<file path="src/adc_timing_pkg.sv">
// Constants, register map and decode helpers for the input/timing control
package adc_timing_pkg;

  localparam int unsigned CORE_CLK_HZ = 40000000;
  localparam int unsigned RC_CLK_HZ   = 625000;
  localparam logic [7:0]  RC_DIV_CYCLES = 8'(CORE_CLK_HZ / RC_CLK_HZ);

  // Printed offsets are register indexes; byte address is four times index
  localparam logic [13:0] IDX_NEG_INPUT  = 14'h1D20;
  localparam logic [13:0] IDX_ACQ_LO     = 14'h1D21;
  localparam logic [13:0] IDX_ACQ_HI     = 14'h1D22;
  localparam logic [13:0] IDX_EXTRA_CAP  = 14'h1D23;
  localparam logic [13:0] IDX_PRE_LO     = 14'h1D24;
  localparam logic [13:0] IDX_PRE_HI     = 14'h1D25;
  localparam logic [13:0] IDX_CONTROL    = 14'h1D26;
  localparam logic [13:0] IDX_STATUS     = 14'h1D27;

  localparam int unsigned CHAN_W  = 6;
  localparam int unsigned COUNT_W = 13;
  localparam int unsigned TIMER_W = 14;
  localparam int unsigned HI_W    = 5;
  localparam int unsigned CAP_W   = 5;

  localparam logic [CHAN_W-1:0]  NEG_CHAN_RESET = 6'h00;
  localparam logic [COUNT_W-1:0] COUNT_RESET    = 13'h0000;
  localparam logic [CAP_W-1:0]   CAP_RESET      = 5'h00;

  localparam int unsigned CTRL_GO_BIT = 0;
  localparam int unsigned CTRL_CS_BIT = 1;

  localparam logic [TIMER_W-1:0] ACQ_ZERO_TICKS = 14'h2000;
  localparam logic [TIMER_W-1:0] CONV_TICKS     = 14'h0010;

  localparam logic [2:0] STAGE_IDLE = 3'h0;
  localparam logic [2:0] STAGE_PRE  = 3'h1;
  localparam logic [2:0] STAGE_ACQ  = 3'h2;
  localparam logic [2:0] STAGE_CONV = 3'h3;

  localparam logic [CHAN_W-1:0] NCH_FIXED_REF2 = 6'h3F;
  localparam logic [CHAN_W-1:0] NCH_FIXED_REF1 = 6'h3E;
  localparam logic [CHAN_W-1:0] NCH_DAC2       = 6'h3D;
  localparam logic [CHAN_W-1:0] NCH_DAC1       = 6'h3C;
  localparam logic [CHAN_W-1:0] NCH_TEMP       = 6'h3B;
  localparam logic [CHAN_W-1:0] NCH_GROUND     = 6'h3A;
  localparam logic [CHAN_W-1:0] NCH_PORT_E1    = 6'h21;

  // Port pins A..D usable on the negative input, bit n set = code n
  localparam logic [31:0] NCH_PIN_MAP_ALL   = 32'h004A_556A;
  localparam logic [31:0] NCH_PIN_MAP_LARGE = 32'hAC00_0000;

  // True when the code routes a real source to the negative input
  function automatic logic neg_code_connects(input logic [CHAN_W-1:0] code,
                                             input logic large_pkg);
    logic pin_ok;
    pin_ok = NCH_PIN_MAP_ALL[code[4:0]] |
             (large_pkg & NCH_PIN_MAP_LARGE[code[4:0]]);
    if (code >= NCH_GROUND)
      return 1'b1;
    else if (code == NCH_PORT_E1)
      return large_pkg;
    else if (code[5])
      return 1'b0;
    else
      return pin_ok;
  endfunction

endpackage

</file>
<file path="src/stage_timing_if.sv">
// Signals shared by the tick divider, the stage timer and the sequencer
`timescale 1ns/1ps
`default_nettype none
interface stage_timing_if;
  import adc_timing_pkg::*;
  logic               tick;
  logic               use_rc;
  logic               load;
  logic [TIMER_W-1:0] load_val;
  logic               done;

  modport divider (input use_rc, output tick);
  modport timer   (input tick, input load, input load_val, output done);
  modport control (input done, output use_rc, output load, output load_val);
endinterface
`default_nettype wire

</file>
<file path="src/adc_input_timing.sv">
// Negative input select, stage timing registers and stage sequencer
//
// The implementer's own choice: the Wishbone register port.
`timescale 1ns/1ps
`default_nettype none
module adc_input_timing
  import adc_timing_pkg::*;
(
  input  wire logic        core_clk,
  input  wire logic        nrst,
  input  wire logic        wb_cyc_i,
  input  wire logic        wb_stb_i,
  input  wire logic        wb_we_i,
  input  wire logic [15:0] wb_adr_i,
  input  wire logic [3:0]  wb_sel_i,
  input  wire logic [31:0] wb_dat_i,
  output logic      [31:0] wb_dat_o,
  output logic             wb_ack_o,
  input  wire logic        large_package,
  output logic      [5:0]  neg_mux_sel,
  output logic             neg_mux_en,
  output logic      [2:0]  stage_status,
  output logic             conv_done
);

  typedef enum logic [1:0] {ST_IDLE, ST_PRE, ST_ACQ, ST_CONV} seq_state_e;

  stage_timing_if tim ();

  timing_tick_gen u_tick (
    .core_clk (core_clk),
    .nrst     (nrst),
    .t        (tim)
  );

  stage_timer u_timer (
    .core_clk (core_clk),
    .nrst     (nrst),
    .t        (tim)
  );

  logic [CHAN_W-1:0]  neg_chan_sel_reg;
  logic [COUNT_W-1:0] acquire_cycles_reg;
  logic [COUNT_W-1:0] precharge_cycles_reg;
  logic [CAP_W-1:0]   extra_cap_reg;
  logic               go_reg;
  logic               clk_src_reg;
  seq_state_e         state_reg;
  seq_state_e         state_next;
  logic [TIMER_W-1:0] load_val_next;
  logic               load_next;

  // Bus decode
  logic        bus_req;
  logic        wr_en;
  logic [13:0] reg_idx;
  logic        hit_neg;
  logic        hit_acq_lo;
  logic        hit_acq_hi;
  logic        hit_cap;
  logic        hit_pre_lo;
  logic        hit_pre_hi;
  logic        hit_ctrl;
  logic        hit_stat;
  logic [7:0]  wr_byte;
  logic [7:0]  rd_byte;
  logic [2:0]  stage_code;
  logic [2:0]  stage_next_code;
  logic        wr_neg;
  logic        wr_acq_lo;
  logic        wr_acq_hi;
  logic        wr_cap;
  logic        wr_pre_lo;
  logic        wr_pre_hi;
  logic        wr_ctrl;

  assign bus_req    = wb_cyc_i && wb_stb_i && !wb_ack_o;
  assign wr_en      = bus_req && wb_we_i && wb_sel_i[0];
  assign reg_idx    = wb_adr_i[15:2];
  assign wr_byte    = wb_dat_i[7:0];
  assign hit_neg    = (reg_idx == IDX_NEG_INPUT);
  assign hit_acq_lo = (reg_idx == IDX_ACQ_LO);
  assign hit_acq_hi = (reg_idx == IDX_ACQ_HI);
  assign hit_cap    = (reg_idx == IDX_EXTRA_CAP);
  assign hit_pre_lo = (reg_idx == IDX_PRE_LO);
  assign hit_pre_hi = (reg_idx == IDX_PRE_HI);
  assign hit_ctrl   = (reg_idx == IDX_CONTROL);
  assign hit_stat   = (reg_idx == IDX_STATUS);

  // Per-register write strobes keep the register blocks short
  assign wr_neg     = wr_en && hit_neg;
  assign wr_acq_lo  = wr_en && hit_acq_lo;
  assign wr_acq_hi  = wr_en && hit_acq_hi;
  assign wr_cap     = wr_en && hit_cap;
  assign wr_pre_lo  = wr_en && hit_pre_lo;
  assign wr_pre_hi  = wr_en && hit_pre_hi;
  assign wr_ctrl    = wr_en && hit_ctrl;

  // One encoding shared by the status read and the status output
  function automatic logic [2:0] stage_encode(input seq_state_e s);
    logic [2:0] code;
    code = STAGE_IDLE;
    unique case (s)
      ST_IDLE: code = STAGE_IDLE;
      ST_PRE:  code = STAGE_PRE;
      ST_ACQ:  code = STAGE_ACQ;
      ST_CONV: code = STAGE_CONV;
    endcase
    return code;
  endfunction

  assign stage_code      = stage_encode(state_reg);
  assign stage_next_code = stage_encode(state_next);

  // Unmapped indexes read as zero; upper word bits always zero
  assign rd_byte =
    hit_neg    ? {2'b00, neg_chan_sel_reg} :
    hit_acq_lo ? acquire_cycles_reg[7:0] :
    hit_acq_hi ? {3'b000, acquire_cycles_reg[12:8]} :
    hit_cap    ? {3'b000, extra_cap_reg} :
    hit_pre_lo ? precharge_cycles_reg[7:0] :
    hit_pre_hi ? {3'b000, precharge_cycles_reg[12:8]} :
    hit_ctrl   ? {6'b000000, clk_src_reg, go_reg} :
    hit_stat   ? {5'b00000, stage_code} :
                 8'h00;

  always_ff @(posedge core_clk)
  begin
    if (!nrst)
    begin
      wb_ack_o <= 1'b0;
      wb_dat_o <= 32'h0000_0000;
    end
    else
    begin
      wb_ack_o <= bus_req;
      wb_dat_o <= {24'h00_0000, rd_byte};
    end
  end

  // Configuration registers
  always_ff @(posedge core_clk)
  begin
    if (!nrst)
      neg_chan_sel_reg <= NEG_CHAN_RESET;
    else if (wr_neg)
      neg_chan_sel_reg <= wr_byte[5:0];
  end

  always_ff @(posedge core_clk)
  begin
    if (!nrst)
      acquire_cycles_reg <= COUNT_RESET;
    else if (wr_acq_lo)
      acquire_cycles_reg[7:0] <= wr_byte;
    else if (wr_acq_hi)
      acquire_cycles_reg[12:8] <= wr_byte[HI_W-1:0];
  end

  always_ff @(posedge core_clk)
  begin
    if (!nrst)
      precharge_cycles_reg <= COUNT_RESET;
    else if (wr_pre_lo)
      precharge_cycles_reg[7:0] <= wr_byte;
    else if (wr_pre_hi)
      precharge_cycles_reg[12:8] <= wr_byte[HI_W-1:0];
  end

  // Capacitor value is only stored here; no output port carries it, only the bus read returns it
  always_ff @(posedge core_clk)
  begin
    if (!nrst)
      extra_cap_reg <= CAP_RESET;
    else if (wr_cap)
      extra_cap_reg <= wr_byte[CAP_W-1:0];
  end

  // Clock source changes mid-sample would stretch a stage; only when idle
  always_ff @(posedge core_clk)
  begin
    if (!nrst)
      clk_src_reg <= 1'b0;
    else if (wr_ctrl && state_reg == ST_IDLE)
      clk_src_reg <= wr_byte[CTRL_CS_BIT];
  end

  // Go stays high for the whole sample; hardware clears it at the end
  logic seq_finish;
  assign seq_finish = (state_reg == ST_CONV) && tim.done;

  always_ff @(posedge core_clk)
  begin
    if (!nrst)
      go_reg <= 1'b0;
    else if (wr_ctrl && wr_byte[CTRL_GO_BIT])
      go_reg <= 1'b1;
    else if (seq_finish)
      go_reg <= 1'b0;
  end

  // Stage sequencer
  logic pre_zero;
  logic acq_zero;
  logic start;

  assign pre_zero = (precharge_cycles_reg == COUNT_RESET);
  assign acq_zero = (acquire_cycles_reg == COUNT_RESET);
  assign start    = go_reg && (state_reg == ST_IDLE) && !seq_finish;

  always_comb
  begin
    state_next    = state_reg;
    load_next     = 1'b0;
    load_val_next = CONV_TICKS;
    unique case (state_reg)
      ST_IDLE:
      begin
        if (start && !pre_zero)
        begin
          state_next    = ST_PRE;
          load_next     = 1'b1;
          load_val_next = {1'b0, precharge_cycles_reg};
        end
        else if (start && !acq_zero)
        begin
          state_next    = ST_ACQ;
          load_next     = 1'b1;
          load_val_next = {1'b0, acquire_cycles_reg};
        end
        else if (start)
        begin
          state_next = ST_CONV;
          load_next  = 1'b1;
        end
      end
      ST_PRE:
      begin
        if (tim.done)
        begin
          state_next    = ST_ACQ;
          load_next     = 1'b1;
          load_val_next = acq_zero ? ACQ_ZERO_TICKS
                                   : {1'b0, acquire_cycles_reg};
        end
      end
      ST_ACQ:
      begin
        if (tim.done)
        begin
          state_next = ST_CONV;
          load_next  = 1'b1;
        end
      end
      ST_CONV:
      begin
        if (tim.done)
          state_next = ST_IDLE;
      end
    endcase
  end

  assign tim.load     = load_next;
  assign tim.load_val = load_val_next;
  assign tim.use_rc   = clk_src_reg;

  always_ff @(posedge core_clk)
  begin
    if (!nrst)
      state_reg <= ST_IDLE;
    else
      state_reg <= state_next;
  end

  // Outputs registered
  logic nch_ok;
  assign nch_ok = neg_code_connects(neg_chan_sel_reg, large_package);

  always_ff @(posedge core_clk)
  begin
    if (!nrst)
    begin
      neg_mux_sel  <= NEG_CHAN_RESET;
      neg_mux_en   <= 1'b0;
      stage_status <= STAGE_IDLE;
      conv_done    <= 1'b0;
    end
    else
    begin
      neg_mux_sel  <= neg_chan_sel_reg;
      neg_mux_en   <= nch_ok;
      stage_status <= stage_next_code;
      conv_done    <= seq_finish;
    end
  end
  // Reserved codes and large-package-only pins on a small package leave the mux disabled
  // Pin subset is held in the package decode function

endmodule
`default_nettype wire

</file>
<file path="src/stage_timer.sv">
// Down counter that times one stage in timing ticks
`timescale 1ns/1ps
`default_nettype none
module stage_timer
  import adc_timing_pkg::*;
(
  input  wire logic   core_clk,
  input  wire logic   nrst,
  stage_timing_if.timer t
);

  logic [TIMER_W-1:0] cnt_reg;

  always_ff @(posedge core_clk)
  begin
    if (!nrst)
      cnt_reg <= '0;
    else if (t.load)
      cnt_reg <= t.load_val;
    else if (t.tick && cnt_reg != '0)
      cnt_reg <= cnt_reg - 14'h0001;
  end

  // Done on the last tick so the next stage starts with no gap
  assign t.done = t.tick && (cnt_reg == 14'h0001);
endmodule
`default_nettype wire

</file>
<file path="src/timing_tick_gen.sv">
// Timing tick: every core cycle, or one per internal RC clock period
`timescale 1ns/1ps
`default_nettype none
module timing_tick_gen
  import adc_timing_pkg::*;
(
  input  wire logic     core_clk,
  input  wire logic     nrst,
  stage_timing_if.divider t
);

  logic [7:0] div_reg;
  logic       wrap;

  assign wrap = (div_reg == RC_DIV_CYCLES - 8'h01);

  always_ff @(posedge core_clk)
  begin
    if (!nrst || !t.use_rc || wrap)
      div_reg <= 8'h00;
    else
      div_reg <= div_reg + 8'h01;
  end

  // Oscillator source ticks every cycle; RC source once per divider wrap
  assign t.tick = !t.use_rc || wrap;
endmodule
`default_nettype wire
</file>
<file path="config.mk">
export PLATFORM = sky130hd
export DESIGN_NAME = adc_input_timing
export DESIGN_NICKNAME = d
export VERILOG_FILES = /design/src/adc_timing_pkg.sv /design/src/stage_timing_if.sv /design/src/adc_input_timing.sv /design/src/stage_timer.sv /design/src/timing_tick_gen.sv
export SDC_FILE = /design/constraint.sdc
export NUM_CORES = 1
export LEC_CHECK = 0
export BUFFER_PORTS_ARGS = -buffer_cell sky130_fd_sc_hd__buf_2
export CORE_MARGIN = 10
export CORE_UTILIZATION = 59
export CTS_CLUSTER_DIAMETER = 40
export DETAILED_ROUTE_END_ITERATION = 8
export PLACE_DENSITY_LB_ADDON = 0.3
export SYNTH_ARGS = -nofsm -noshare
export SYNTH_HDL_FRONTEND = slang
export SYNTH_HIERARCHICAL = 1
export SYNTH_SLANG_ARGS = --single-unit
export TNS_END_PERCENT = 100
</file>
<file path="constraint.sdc">
create_clock -name core_clk -period 4.2 [get_ports core_clk]
set_input_delay 0.42 -clock core_clk [delete_from_list [all_inputs] [get_ports core_clk]]
set_output_delay 0.42 -clock core_clk [all_outputs]
set_load 0.1 [all_outputs]
</file>
Word-level counts from Yosys, hierarchy flattened
Memories as Yosys holds them, arrays and structs flattened. A register that Yosys moved wholly into a read port is not among the register bits.
Cells that the tools add are included.

word-level totals
  bits in registers = 107
  bits in read-only memories = 64
  input bits = 58
  output and inout port bits = 44
  logic and storage cells = 127
  memories = 2

memory list
  memory           words  width  rd ports  clocked after Yosys merged registers in  wr ports  line                  source
  (no name shown)  32     1      1         1                                        0         adc_timing_pkg.sv:56  (large_pkg & NCH_PIN_MAP_LARGE[code[4:0]]);
  (no name shown)  32     1      1         1                                        0         adc_timing_pkg.sv:55  pin_ok = NCH_PIN_MAP_ALL[code[4:0]] |

operators by class
  add/sub/neg operators = 2
  order comparisons = 2
  equality and inequality tests = 17
  multiplexer cells = 40
  bitwise logic cells = 5
  reduce and logical (&&, ||, !) cells = 40

operators by type and width
  kind                                                       count
  equality test 14 x 13 -> 1 bit (second input constant)     8
  2-to-1 mux 14 bit                                          4
  2-to-1 mux 8 bit                                           5
  one-hot mux 14 bit (2 select lines)                        1
  zero test 13 bit                                           2
  2-to-1 mux 13 bit                                          2
  2-to-1 mux 5 bit                                           5
  one-hot mux 3 bit (4 select lines)                         2
  logical AND 1 bit                                          20
  equality test 14 x 1 -> 1 bit (second input constant)      1
  nonzero test 14 bit                                        1
  subtractor 14 x 1 -> 14 bit (second input constant)        1
  2-to-1 mux 2 bit                                           6
  2-to-1 mux 1 bit                                           11
  adder 8 x 1 -> 8 bit (second input constant)               1
  equality test 2 bit (second input constant)                4
  equality test 8 x 6 -> 1 bit (second input constant)       1
  one-hot mux 2 bit (4 select lines)                         1
  equality test 6 bit (second input constant)                1
  greater-or-equal comparator 6 bit (second input constant)  1
  zero test 1 bit                                            6
  < comparator 5 x 6 -> 1 bit (second input constant)        1
  2-to-1 mux 3 bit                                           2
  equality test 2 x 1 -> 1 bit (second input constant)       2
  9 further kinds                                            17

Depth between registers and ports, before layout
Gate-level depths: netlist of run 1.

  depth in word-level cells = 12
  mapped depth = 14
  mapped depth without buffers = 13

By module
The synthesis of run 1 kept the hierarchy.

modules (own cells, without submodules)
  module            times used  cells each  area an instance (µm²)
  adc_input_timing  1           381         3,345.7
  stage_timer       1           101         830.8
  timing_tick_gen   1           36          344.1

Worst setup path before layout of run 1
OpenSTA, ideal clock, no wires.

  path kind = input-to-reg
  start point = in wb_adr_i[6]
  end point = reg with a tool-made name
  arrival time = 2.527 ns
  data required time = 4.079 ns
  path slack = 1.552 ns
  stages on the path = 10
  buffers on the path = 1
  path through = or4b_4 > nor4_4 > or4b_1 > buf_6 > mux2i_1 > nor2b_1 > ha_1 > nor2_1 > a31oi_1 > o21ai_1

RTL lines
  what         line                    source
  from (decl)  adc_input_timing.sv:14  input wire logic [15:0] wb_adr_i,

Final worst setup path of run 1
  start point = reg u_tick.div_reg[0]
  end point = reg u_timer.cnt_reg[12]

between the ends
  cells in the longest elaborated chain, start to end = 11
  elaborated cells between the ends (all ways) = 20
  those cells by class = eq/ne (1); mux (10); reduce/logical (9)

ends and longest elaborated chain
  what                                                     line                                              source
  from (decl)                                              timing_tick_gen.sv:12                             logic [7:0] div_reg;
  from (signal assigned)                                   timing_tick_gen.sv:22                             div_reg <= div_reg + 8'h01;
  equality test 8 x 6 -> 1 bit (*)                         timing_tick_gen.sv:15                             assign wrap = (div_reg == RC_DIV_CYCLES - 8'h01);
  logical OR 1 bit (*)                                     timing_tick_gen.sv:26                             assign t.tick = !t.use_rc || wrap;
  named net tim.tick                                       stage_timing_if.sv:6                              logic tick;
  logical AND 1 bit (*)                                    stage_timer.sv:25                                 assign t.done = t.tick && (cnt_reg == 14'h0001);
  named net tim.done                                       stage_timing_if.sv:10                             logic done;
  logical AND 1 bit                                        adc_input_timing.sv:190                           assign seq_finish = (state_reg == ST_CONV) && tim.done;
  zero test 1 bit                                          adc_input_timing.sv:209                           assign start = go_reg && (state_reg == ST_IDLE) && !seq_finish;
  logical AND 1 bit                                        adc_input_timing.sv:209
  2-to-1 mux 1 bit or logical AND 1 bit (tied branches)    adc_input_timing.sv:231, adc_input_timing.sv:225
  2-to-1 mux 1 bit                                         adc_input_timing.sv:225                           else if (start && !acq_zero)
  2-to-1 mux 1 bit                                         adc_input_timing.sv:219                           if (start && !pre_zero)
  one-hot mux 1 bit (2 select lines) (*)                   adc_input_timing.sv:216                           unique case (state_reg)
  named net load_next                                      adc_input_timing.sv:51                            logic load_next;
  2-to-1 mux 14 bit or nonzero test 2 bit (tied branches)  -
  to (signal assigned)                                     stage_timer.sv:19                                 cnt_reg <= t.load_val;
  to (signal assigned)                                     stage_timer.sv:21                                 cnt_reg <= cnt_reg - 14'h0001;
  to (decl)                                                stage_timer.sv:12                                 logic [TIMER_W-1:0] cnt_reg;

The timed path passes the listed nets; every way through them passes the cells marked *.
A chain may end at the register's enable or synchronous reset.

==> results.sh, run 1 <==
export IMPL_crit_path_end_kind="flop"
export IMPL_rows=31
export IMPL_coreArea_sq_mm=0.00737
export IMPL_clk_path_buf_depth=2
export IMPL_start_util=0.613
export IMPL_critPathLaunch="u_tick/div_reg[0]"
export IMPL_clock_latency_ns=0.36
export IMPL_async_flop_share=0
export IMPL_synth_avg_cell_area_sq_um=8.73
export IMPL_fill_cells=619
export IMPL_cap_violations=0
export IMPL_fp_dieH_um=108
export IMPL_ff2ff_path_depth=11
export IMPL_min_period_over_period=0.786
export IMPL_syn_inst=518
export IMPL_setup_tns_ns=0
export IMPL_largest_reg_flops=14
export IMPL_drc=0
export IMPL_endpoint="u_timer/cnt_reg[12]"
export IMPL_p_leak_nw=2.02
export IMPL_synth_edff_count=0
export IMPL_grt_pass1_wl_um=18600
export IMPL_post_cts_setup_buffer_count=0
export IMPL_period_needed_ns=3.30
export IMPL_drive_above_1_share=0.158
export IMPL_drt_pass1_iter_count=5
export IMPL_netlist_top_cells_area="dfxtp_1 37%, mux2i_1 6.0%, buf_4 4.3%"
export IMPL_synth_cell_area_sq_mm=0.00452
export IMPL_ys_dominant_reg_cell="dfxtp_1"
export IMPL_crit_type="reg2reg"
export IMPL_max_clock_freq_ghz=0.303
export IMPL_synth_top_cell_area_share=0.368
export IMPL_vdd_drop_max_uv=215
export IMPL_status="finished clean"
export IMPL_arrival_ns=3.51
export IMPL_seq_area_frac_synth=0.368
export IMPL_final_nets=620
export IMPL_critPathLaunchType="flop"
export IMPL_critPathMaxStageDelay_ns=0.45
export IMPL_first_iter_violations=257
export IMPL_grt_max_degree=38
export IMPL_relSlewSlack=0.303
export IMPL_die_width_um=108
export IMPL_cts_sinks=83
export IMPL_crit_cells=11
export IMPL_holdBufCountCts=0
export IMPL_r2r_start="u_tick/div_reg[0]"
export IMPL_crit_buf_inv=2
export IMPL_path_clk_slew_ns=0.09
export IMPL_yosys_area_top_type="dfxtp_1"
export IMPL_hold_path_class="in2reg"
export IMPL_drt_vias_per_instance=6.13
export IMPL_grt_setup_unrepaired="no"
export IMPL_ys_ff_latch=83
export IMPL_port_buffers=47
export IMPL_detail_route_wirelength_um=11600
export IMPL_required_ns=4.41
export IMPL_yosysUniqueCellTypes=69
export IMPL_cts_buffers=9
export IMPL_critPathTopFamily="compound AO/OA/AOI/OAI gates"
export IMPL_cts_tree="built"
export IMPL_cts_root_buf="clkbuf_8"
export IMPL_grt_pass1_vias=3860
export IMPL_cpMaxStageDelayCell="o31ai_1"
export IMPL_finalSetupViolations=0
export IMPL_dpl_hpwl_um=8370
export IMPL_hold_viol_final=0
export IMPL_place_gp_congestion=0.951
export IMPL_holdWs_ns=0.329
export IMPL_wl_per_cell_um=17.6
export IMPL_rrSetupSlack_ns=0.90
export IMPL_dieArea_sq_mm=0.0116
export IMPL_path_cells="ha_1 > nand2_1 > o31ai_1 > inv_1 > nor2_1 > and4_1 > nand2_1 > a21oi_1 > inv_1 > o21ai_0 > a31oi_1"
export IMPL_cp_max_fo=24
export IMPL_slew_violations=0
export IMPL_area_growth_pct=8.33
export IMPL_num_vias=4020
export IMPL_antenna_left=0
export IMPL_fin_skew_ns=0.0162
export IMPL_ys_warnings_count=6
export IMPL_diodes=0
export IMPL_worstMarginPinSlew_ns=1.03
export IMPL_cts_resized=0
export IMPL_power_density_mw_per_mm2=440
export IMPL_htreeDepth=3
export IMPL_grt_use_total=0.198
export IMPL_grt_overflow=0
export IMPL_pin_count=102
export IMPL_grt_antenna_before_repair=0
export IMPL_r2r_end="u_timer/cnt_reg[12]"
cells in the final DEF, fill, tap and decap left out, types with 9 or more instances in the layout:
cell      instances
a21boi_0         12
nand3_1          23
mux2i_1          27
conb_1           25
a31oi_1          15
a21oi_1          15
nand2_1          47
nor2_1           30
clkbuf_8          9
o21ai_0          21
dfxtp_1          83
o31ai_1          10
ha_1             10
nor2b_1          26
a22o_1           11
or4_1             9
buf_2            47
inv_1            15
or3_1             9
synthesized netlist by cell type, types with 3 or more instances:
cell and number:
nor2_1 30, and3_1 6, nand4_1 4, mux2i_1 27, a22o_1 11, nor4_1 4, nor2b_1 26, or4_1 9
nand2b_1 4, o31ai_1 10, nand2_1 47, a21oi_1 15, o211ai_1 8, a21boi_0 12, ha_1 10, mux2i_4 3
dfxtp_1 83, and2_1 4, a31oi_1 15, a22oi_1 6, clkbuf_1 20, inv_1 15, or3_1 9, buf_4 26
nand3_1 23, or2_2 8, o21ai_0 21, nor3_1 8
per-layer routing:
metal | share of wire | up-vias | global-route usage | wire length, um
li1 | - | 1893 | - | -
met1 | 0.42 | 1874 | 0.240 | 4830
met2 | 0.47 | 219 | 0.325 | 5410
met3 | 0.081 | 34 | 0.0383 | 938
met4 | 0.034 | 0 | 0.0992 | 389
met5 | 0 | - | 0 | 0
worst min-delay path by stage:
stage | start | to | slack [ns] | cells after the start
finish | wb_dat_i[7] | precharge_cycles_reg[7] | 0.33 | 3
global route | wb_dat_i[7] | precharge_cycles_reg[7] | 0.33 | 3
CTS | wb_dat_i[7] | precharge_cycles_reg[7] | 0.32 | 3
detailed placement | u_tick/div_reg[0] | u_tick/div_reg[0] | 0.44 | 1
global placement | u_tick/div_reg[0] | u_tick/div_reg[0] | 0.43 | 1
floorplan | u_tick/div_reg[0] | u_tick/div_reg[0] | 0.42 | 1
report_power, final:
part	leakage [nW]	internal [mW]	total, mW	switching (mW)
registers	0.671	0.849	0.909	0.0604
logic	1.24	0.218	0.619	0.401
clock network	0.105	0.337	0.627	0.290
cell type report:
| class | instances | area (sq um) | share of cell area |
|---|---|---|---|
| clock buffers | 12 | 135 | 0.0276 |
| inverters | 17 | 63.8 | 0.0130 |
| multi-input cells | 392 | 2590 | 0.529 |
| clock inverters | 4 | 73.8 | 0.0151 |
| well taps | 99 | 124 | 0.0253 |
| repair buffers | 49 | 250 | 0.0511 |
| flip-flops and latches | 83 | 1660 | 0.339 |
cell families (layout without fill, tap and decap cells):
group / count (synthesis) / count (layout) / synth area share
fa+ha+maj: 10 / 10 / 0.0277
flops: 83 / 83 / 0.368
xor+xnor: 4 / 4 / 0.00775
mux: 34 / 34 / 0.0880
other cells: 1 / 25 / 0.000830
compound gates: 122 / 122 / 0.192
buf+inv: 67 / 82 / 0.0797
simple gates: 197 / 197 / 0.237
worst min-delay path, cell delays in order:
cell and delay, ns:
buf_2 0.09, mux2i_1 0.06, nor2b_1 0.09
metrics by stage:
step / util / power [mW] / worst slack [ns] / area (sq um) / cells
floorplan: - / 1.46 / 1.55 / 4610 / 542
global placement: 0.636 / 1.52 / 1.04 / 4690 / 640
detailed placement: 0.636 / 1.53 / 0.941 / 4690 / 640
CTS: 0.665 / 2.15 / 0.923 / 4900 / 656
global route: 0.665 / 2.26 / 0.527 / 4900 / 656
finish: 0.665 / 2.15 / 0.899 / 4900 / 656
No activity file was read; power rests on OpenSTA's default activity.
==> run 2: changes to the inputs <==
--- a/config.mk
+++ b/config.mk
@@ -7,7 +7,7 @@
 export LEC_CHECK = 0
 export BUFFER_PORTS_ARGS = -buffer_cell sky130_fd_sc_hd__buf_2
 export CORE_MARGIN = 10
-export CORE_UTILIZATION = 59
+export CORE_UTILIZATION = 49
 export CTS_CLUSTER_DIAMETER = 40
 export DETAILED_ROUTE_END_ITERATION = 8
 export PLACE_DENSITY_LB_ADDON = 0.3
==> constraint.sdc (replaced) <==
create_clock -name core_clk -period 2.8 [get_ports core_clk]
set_input_delay 0.28 -clock core_clk [delete_from_list [all_inputs] [get_ports core_clk]]
set_output_delay 0.28 -clock core_clk [all_outputs]
set_load 0.1 [all_outputs]
==> run 2 against run 1 <==
Effect of this change: global-route usage fell by 1.9 points; clock skew fell by 0.0023 ns; design area rose by 3.8%; critical endpoint is now u_timer/cnt_reg[2]; largest cell class unchanged; largest power group unchanged.
==> results.sh, run 2 (synthesis results as in run 1) <==
export IMPL_status="finished clean"
export IMPL_cts_root_buf="clkbuf_8"
export IMPL_port_buffers=47
export IMPL_fin_util=0.575
export IMPL_crit_path_end_kind="flop"
export IMPL_cp_max_fo=5
export IMPL_pin_count=102
export IMPL_r2r_end="u_timer/cnt_reg[2]"
export IMPL_max_clock_freq_ghz=0.384
export IMPL_r2r_start="u_tick/div_reg[6]"
export IMPL_rows=34
export IMPL_dpl_hpwl_um=8840
export IMPL_die_width_um=116
export IMPL_cts_tree="built"
export IMPL_cts_buffers=9
export IMPL_hold_path_class="in2reg"
export IMPL_drt_vias_per_instance=5.92
export IMPL_min_period_over_period=0.930
export IMPL_fin_skew_ns=0.0139
export IMPL_required_ns=3.09
export IMPL_wl_per_cell_um=17.4
export IMPL_p_total_mw=3.33
export IMPL_slew_violations=0
export IMPL_fp_dieH_um=116
export IMPL_placed_cell_area_sq_mm=0.00483
export IMPL_first_iter_violations=240
export IMPL_drt_pass1_iter_count=5
export IMPL_ff2ff_path_depth=10
export IMPL_pre_cts_ws_ns=-0.00656
export IMPL_path_clk_slew_ns=0.09
export IMPL_htreeDepth=3
export IMPL_area_growth_pct=12.5
export IMPL_diodes=0
export IMPL_cts_sinks=83
export IMPL_place_gp_congestion=0.924
export IMPL_final_common_cell="dfxtp_1"
export IMPL_dieArea_sq_mm=0.0135
export IMPL_holdBufCountCts=0
export IMPL_final_nets=637
export IMPL_most_common_layout_cells="83 x dfxtp_1, 47 x buf_2, 45 x nand2_1"
export IMPL_grt_pass1_vias=3900
export IMPL_critPathLaunchType="flop"
export IMPL_drc=0
export IMPL_finalSetupViolations=0
export IMPL_largest_reg_flops=14
export IMPL_min_to="acquire_cycles_reg[7]"
export IMPL_period_needed_ns=2.60
export IMPL_hold_depth=3
export IMPL_grt_overflow=0
export IMPL_worstMarginPinSlew_ns=1.02
export IMPL_vdd_drop_max_uv=287
export IMPL_cap_violations=0
export IMPL_grt_antenna_before_repair=0
export IMPL_rrSetupSlack_ns=0.20
export IMPL_power_density_mw_per_mm2=655
export IMPL_fill_cells=836
export IMPL_finalWorstSetupSlack_ns=0.195
export IMPL_grt_setup_unrepaired="no"
export IMPL_clk_path_buf_depth=2
export IMPL_crit_type="reg2reg"
export IMPL_grt_max_degree=45
export IMPL_post_cts_setup_buffer_count=0
export IMPL_num_vias=4039
export IMPL_grt_use_total=0.179
export IMPL_p_leak_nw=2.12
export IMPL_min_from="wb_dat_i[7]"
export IMPL_clock_latency_ns=0.37
export IMPL_relSlewSlack=0.315
export IMPL_grt_pass1_wl_um=19300
export IMPL_hold_viol_final=0
export IMPL_arrival_ns=2.90
export IMPL_start_util=0.511
export IMPL_drive_above_1_share=0.197
export IMPL_antenna_left=0
export IMPL_detail_route_wirelength_um=11900
export IMPL_coreArea_sq_mm=0.00885
export IMPL_design_area_sq_mm=0.00508
run 2: cell types whose count changed in the layout (fill, tap and decap cells not counted), moves of 2 or more:
cell      before  now
buf_4          2   19
clkbuf_1       3    0
inv_6          1    3
nand2_1       47   45
nand2_2        0    2
o21ai_0       21   18
o21ai_1        1    4
run 2: report_power, final:
group | internal (mW) | switching [mW] | leakage [nW]
clock | 0.518 | 0.483 | 0.117
sequential | 1.27 | 0.0877 | 0.671
combinational | 0.345 | 0.623 | 1.33
total | 2.14 | 1.19 | 2.12
run 2: worst max-delay path by stage:
| stage | slack [ns] | cells past startpoint | start | endpoint |
|---|---|---|---|---|
| 2_1_floorplan | 0.16 | 11 | u_tick/div_reg[0] | u_timer/cnt_reg[2] |
| 3_3_place_gp | 0.06 | 10 | wb_adr_i[6] | flop |
| 3_5_place_dp | -0.007 | 13 | u_tick/div_reg[0] | u_timer/cnt_reg[12] |
| 4_1_cts | 0.08 | 13 | u_tick/div_reg[0] | u_timer/cnt_reg[6] |
| 5_1_grt | 0.02 | 10 | u_tick/div_reg[6] | u_timer/cnt_reg[2] |
| 6_report | 0.20 | 10 | u_tick/div_reg[6] | u_timer/cnt_reg[2] |
run 2: cell type report:
cell class | count | area, sq um | share of cell area
multi-input combinational | 392 | 2610 | 0.514
sequential | 83 | 1660 | 0.327
timing repair buffer | 66 | 378 | 0.0743
tap | 108 | 135 | 0.0266
clock buffer | 9 | 124 | 0.0244
clock inverter | 7 | 108 | 0.0212
inverter | 17 | 63.8 | 0.0126
run 2: critical path, cell delays in order (launching register included):
cell     delay (ns)
dfxtp_1        0.33
or2_1          0.30
o31ai_4        0.29
inv_1          0.09
nor2_1         0.10
and4_1         0.27
nand2_1        0.10
nand3_1        0.15
a21oi_2        0.11
or4b_2         0.61
a31oi_1        0.18
run 2: per-stage QoR:
step,hold WS (ns),cells,TNS (ns)
2_1_floorplan,0.418,542,0
3_5_place_dp,0.468,666,-0.00794
3_3_place_gp,0.430,666,0
4_1_cts,0.175,682,0
5_1_grt,0.192,682,0
6_report,0.186,682,0
run 2: timing repair:
item,in CTS,in global routing
gates cloned,0,0
gates resized for setup,1,8
endpoints found under the setup margin,2,11
run 2: layer usage:
| layer | up-vias | global-route usage | part of all wire |
|---|---|---|---|
| met1 | 1908 | 0.219 | 0.43 |
| met3 | 31 | 0.0398 | 0.068 |
| met5 | - | 0 | 0 |
| met4 | 0 | 0.0817 | 0.030 |
| met2 | 166 | 0.294 | 0.47 |
| li1 | 1934 | - | - |
==> run 3: changes to the inputs <==
--- a/config.mk
+++ b/config.mk
@@ -6,6 +6,7 @@
 export NUM_CORES = 1
 export LEC_CHECK = 0
 export BUFFER_PORTS_ARGS = -buffer_cell sky130_fd_sc_hd__buf_2
+export CORE_ASPECT_RATIO = 0.5
 export CORE_MARGIN = 10
 export CORE_UTILIZATION = 49
 export CTS_CLUSTER_DIAMETER = 40
==> run 3 against run 2 <==
Effect of this change: setup slack gained 0.0022 ns; core utilization grew 1.6 points; sequential share of layout area shrank 0.91 points; global-route usage shrank 0.50 points; hold slack gained 0.027 ns; power grew 9.7%; fmax is essentially flat; largest cell class unchanged.
==> results.sh, run 3 (synthesis results as in run 1) <==
export IMPL_status="finished clean"
export IMPL_rrSetupSlack_ns=0.20
export IMPL_grt_overflow=0
export IMPL_seq_area_sq_mm=0.00166
export IMPL_most_common_layout_cells="83 x dfxtp_1, 47 x buf_2, 46 x nand2_1"
export IMPL_num_vias=3985
export IMPL_period_needed_ns=2.60
export IMPL_largest_reg_flops=14
export IMPL_die_width_um=156
export IMPL_max_clock_freq_ghz=0.384
export IMPL_dieArea_sq_mm=0.0137
export IMPL_fill_cells=763
export IMPL_pre_cts_ws_ns=0.0468
export IMPL_final_nets=642
export IMPL_clock_latency_ns=0.34
export IMPL_wl_per_cell_um=17.0
export IMPL_cts_buffers=9
export IMPL_cts_sinks=83
export IMPL_rows=24
export IMPL_holdBufCountCts=0
export IMPL_critPathMaxStageDelay_ns=0.33
export IMPL_critPathTopFamily="simple AND/OR/NAND/NOR gates"
export IMPL_cts_tree="built"
export IMPL_grt_max_degree=60
export IMPL_grt_setup_unrepaired="no"
export IMPL_cap_violations=0
export IMPL_area_growth_pct=15.7
export IMPL_hold_viol_final=0
export IMPL_drt_vias_per_instance=5.73
export IMPL_drt_pass1_iter_count=5
export IMPL_cpMaxStageDelayCell="dfxtp_1"
export IMPL_fin_skew_ns=0.00712
export IMPL_place_gp_congestion=0.917
export IMPL_coreArea_sq_mm=0.00886
export IMPL_relSlewSlack=0.587
export IMPL_grt_pass1_wl_um=19300
export IMPL_multi_input_area_sq_mm=0.00260
export IMPL_finalWorstSetupSlack_ns=0.198
export IMPL_drc=0
export IMPL_critPathLaunchType="flop"
export IMPL_detail_route_wirelength_um=11900
export IMPL_r2r_start="u_tick/div_reg[6]"
export IMPL_crit_buf_inv=1
export IMPL_vdd_drop_max_uv=367
export IMPL_final_common_cell="dfxtp_1"
export IMPL_post_cts_setup_buffer_count=0
export IMPL_dpl_hpwl_um=8730
export IMPL_cp_max_fo=9
export IMPL_diodes=0
export IMPL_min_period_over_period=0.929
export IMPL_cts_root_buf="clkbuf_16"
export IMPL_holdWs_ns=0.212
export IMPL_clk_path_buf_depth=2
export IMPL_setup_tns_ns=0
export IMPL_fp_dieH_um=87.9
export IMPL_finalSetupViolations=0
export IMPL_hold_path_class="in2reg"
export IMPL_pin_count=102
export IMPL_grt_pass1_vias=3760
export IMPL_antenna_left=0
export IMPL_cts_resized=0
export IMPL_port_buffers=47
export IMPL_start_util=0.510
export IMPL_ff2ff_path_depth=12
export IMPL_slew_violations=0
export IMPL_arrival_ns=2.83
export IMPL_htreeDepth=3
export IMPL_path_clk_slew_ns=0.06
export IMPL_r2r_end="u_timer/cnt_reg[11]"
export IMPL_fin_util=0.590
export IMPL_power_density_mw_per_mm2=698
export IMPL_drive_above_1_share=0.200
export IMPL_first_iter_violations=351
export IMPL_required_ns=3.02
export IMPL_grt_antenna_before_repair=0
export IMPL_path_cells="or2_1 > o31ai_2 > inv_1 > nor2_1 > and4_1 > nand2_1 > nand3_1 > or2_2 > nand2_2 > a22o_1 > o21ai_0 > a31oi_1"
export IMPL_crit_cells=12
export IMPL_p_total_mw=3.65
export IMPL_worstMarginPinSlew_ns=0.614
export IMPL_p_leak_nw=2.19
export IMPL_grt_use_total=0.174
export IMPL_endpoint="u_timer/cnt_reg[11]"
export IMPL_crit_type="reg2reg"
export IMPL_critPathLaunch="u_tick/div_reg[6]"
export IMPL_crit_path_end_kind="flop"
-- run 3: cell count changes in the layout (fill, tap and decap cells not counted), moves of 2 or more --
| cell | before | now |
|---|---|---|
| o21ai_1 | 4 | 2 |
| clkbuf_16 | 0 | 9 |
| buf_4 | 19 | 23 |
| inv_6 | 3 | 0 |
| o21ai_0 | 18 | 20 |
| clkbuf_8 | 9 | 1 |
-- run 3: layer usage --
| metal | track usage | wire, um | vias up |
|---|---|---|---|
| met1 | 0.227 | 5650 | 1880 |
| li1 | - | - | 1945 |
| met5 | 0 | 0 | - |
| met3 | 0.0523 | 812 | 21 |
| met2 | 0.265 | 5150 | 139 |
| met4 | 0.0681 | 236 | 0 |
-- run 3: cell type report --
type / count / share of cell area
Timing Repair Buffer: 71 / 0.0818
Clock inverter: 5 / 0.0163
Clock buffer: 11 / 0.0464
Multi-Input combinational cell: 392 / 0.498
Inverter: 17 / 0.0122
Tap cell: 117 / 0.0280
Sequential cell: 83 / 0.318
-- run 3: worst min-delay path by stage --
stage,startpoint,end,depth (start not counted)
3_5_place_dp,u_tick/div_reg[0],u_tick/div_reg[0],1
2_1_floorplan,u_tick/div_reg[0],u_tick/div_reg[0],1
5_1_grt,wb_dat_i[5],acquire_cycles_reg[5],3
3_3_place_gp,u_tick/div_reg[0],u_tick/div_reg[0],1
4_1_cts,wb_dat_i[7],precharge_cycles_reg[7],3
6_report,wb_dat_i[7],precharge_cycles_reg[7],3
-- run 3: worst reg2reg max path, delay by kind of cell, from the launching register on --
kind / cells / cell delay, ns
simple gates: 7 / 1.21
compound gates: 4 / 0.85
flops: 1 / 0.33
buf+inv: 1 / 0.10
-- run 3: power breakdown --
group	total [mW]	switching, mW	internal [mW]
sequential	1.36	0.0875	1.27
combinational	0.991	0.629	0.362
clock	1.30	0.488	0.812
total	3.65	1.20	2.45
-- run 3: metrics by stage --
stage                     std cells  instance area, sq um
final                           696                  5230
after global routing            696                  5230
after CTS                       696                  5220
after detailed placement        680                  4890
after global placement          680                  4890
after floorplan                 542                  4610
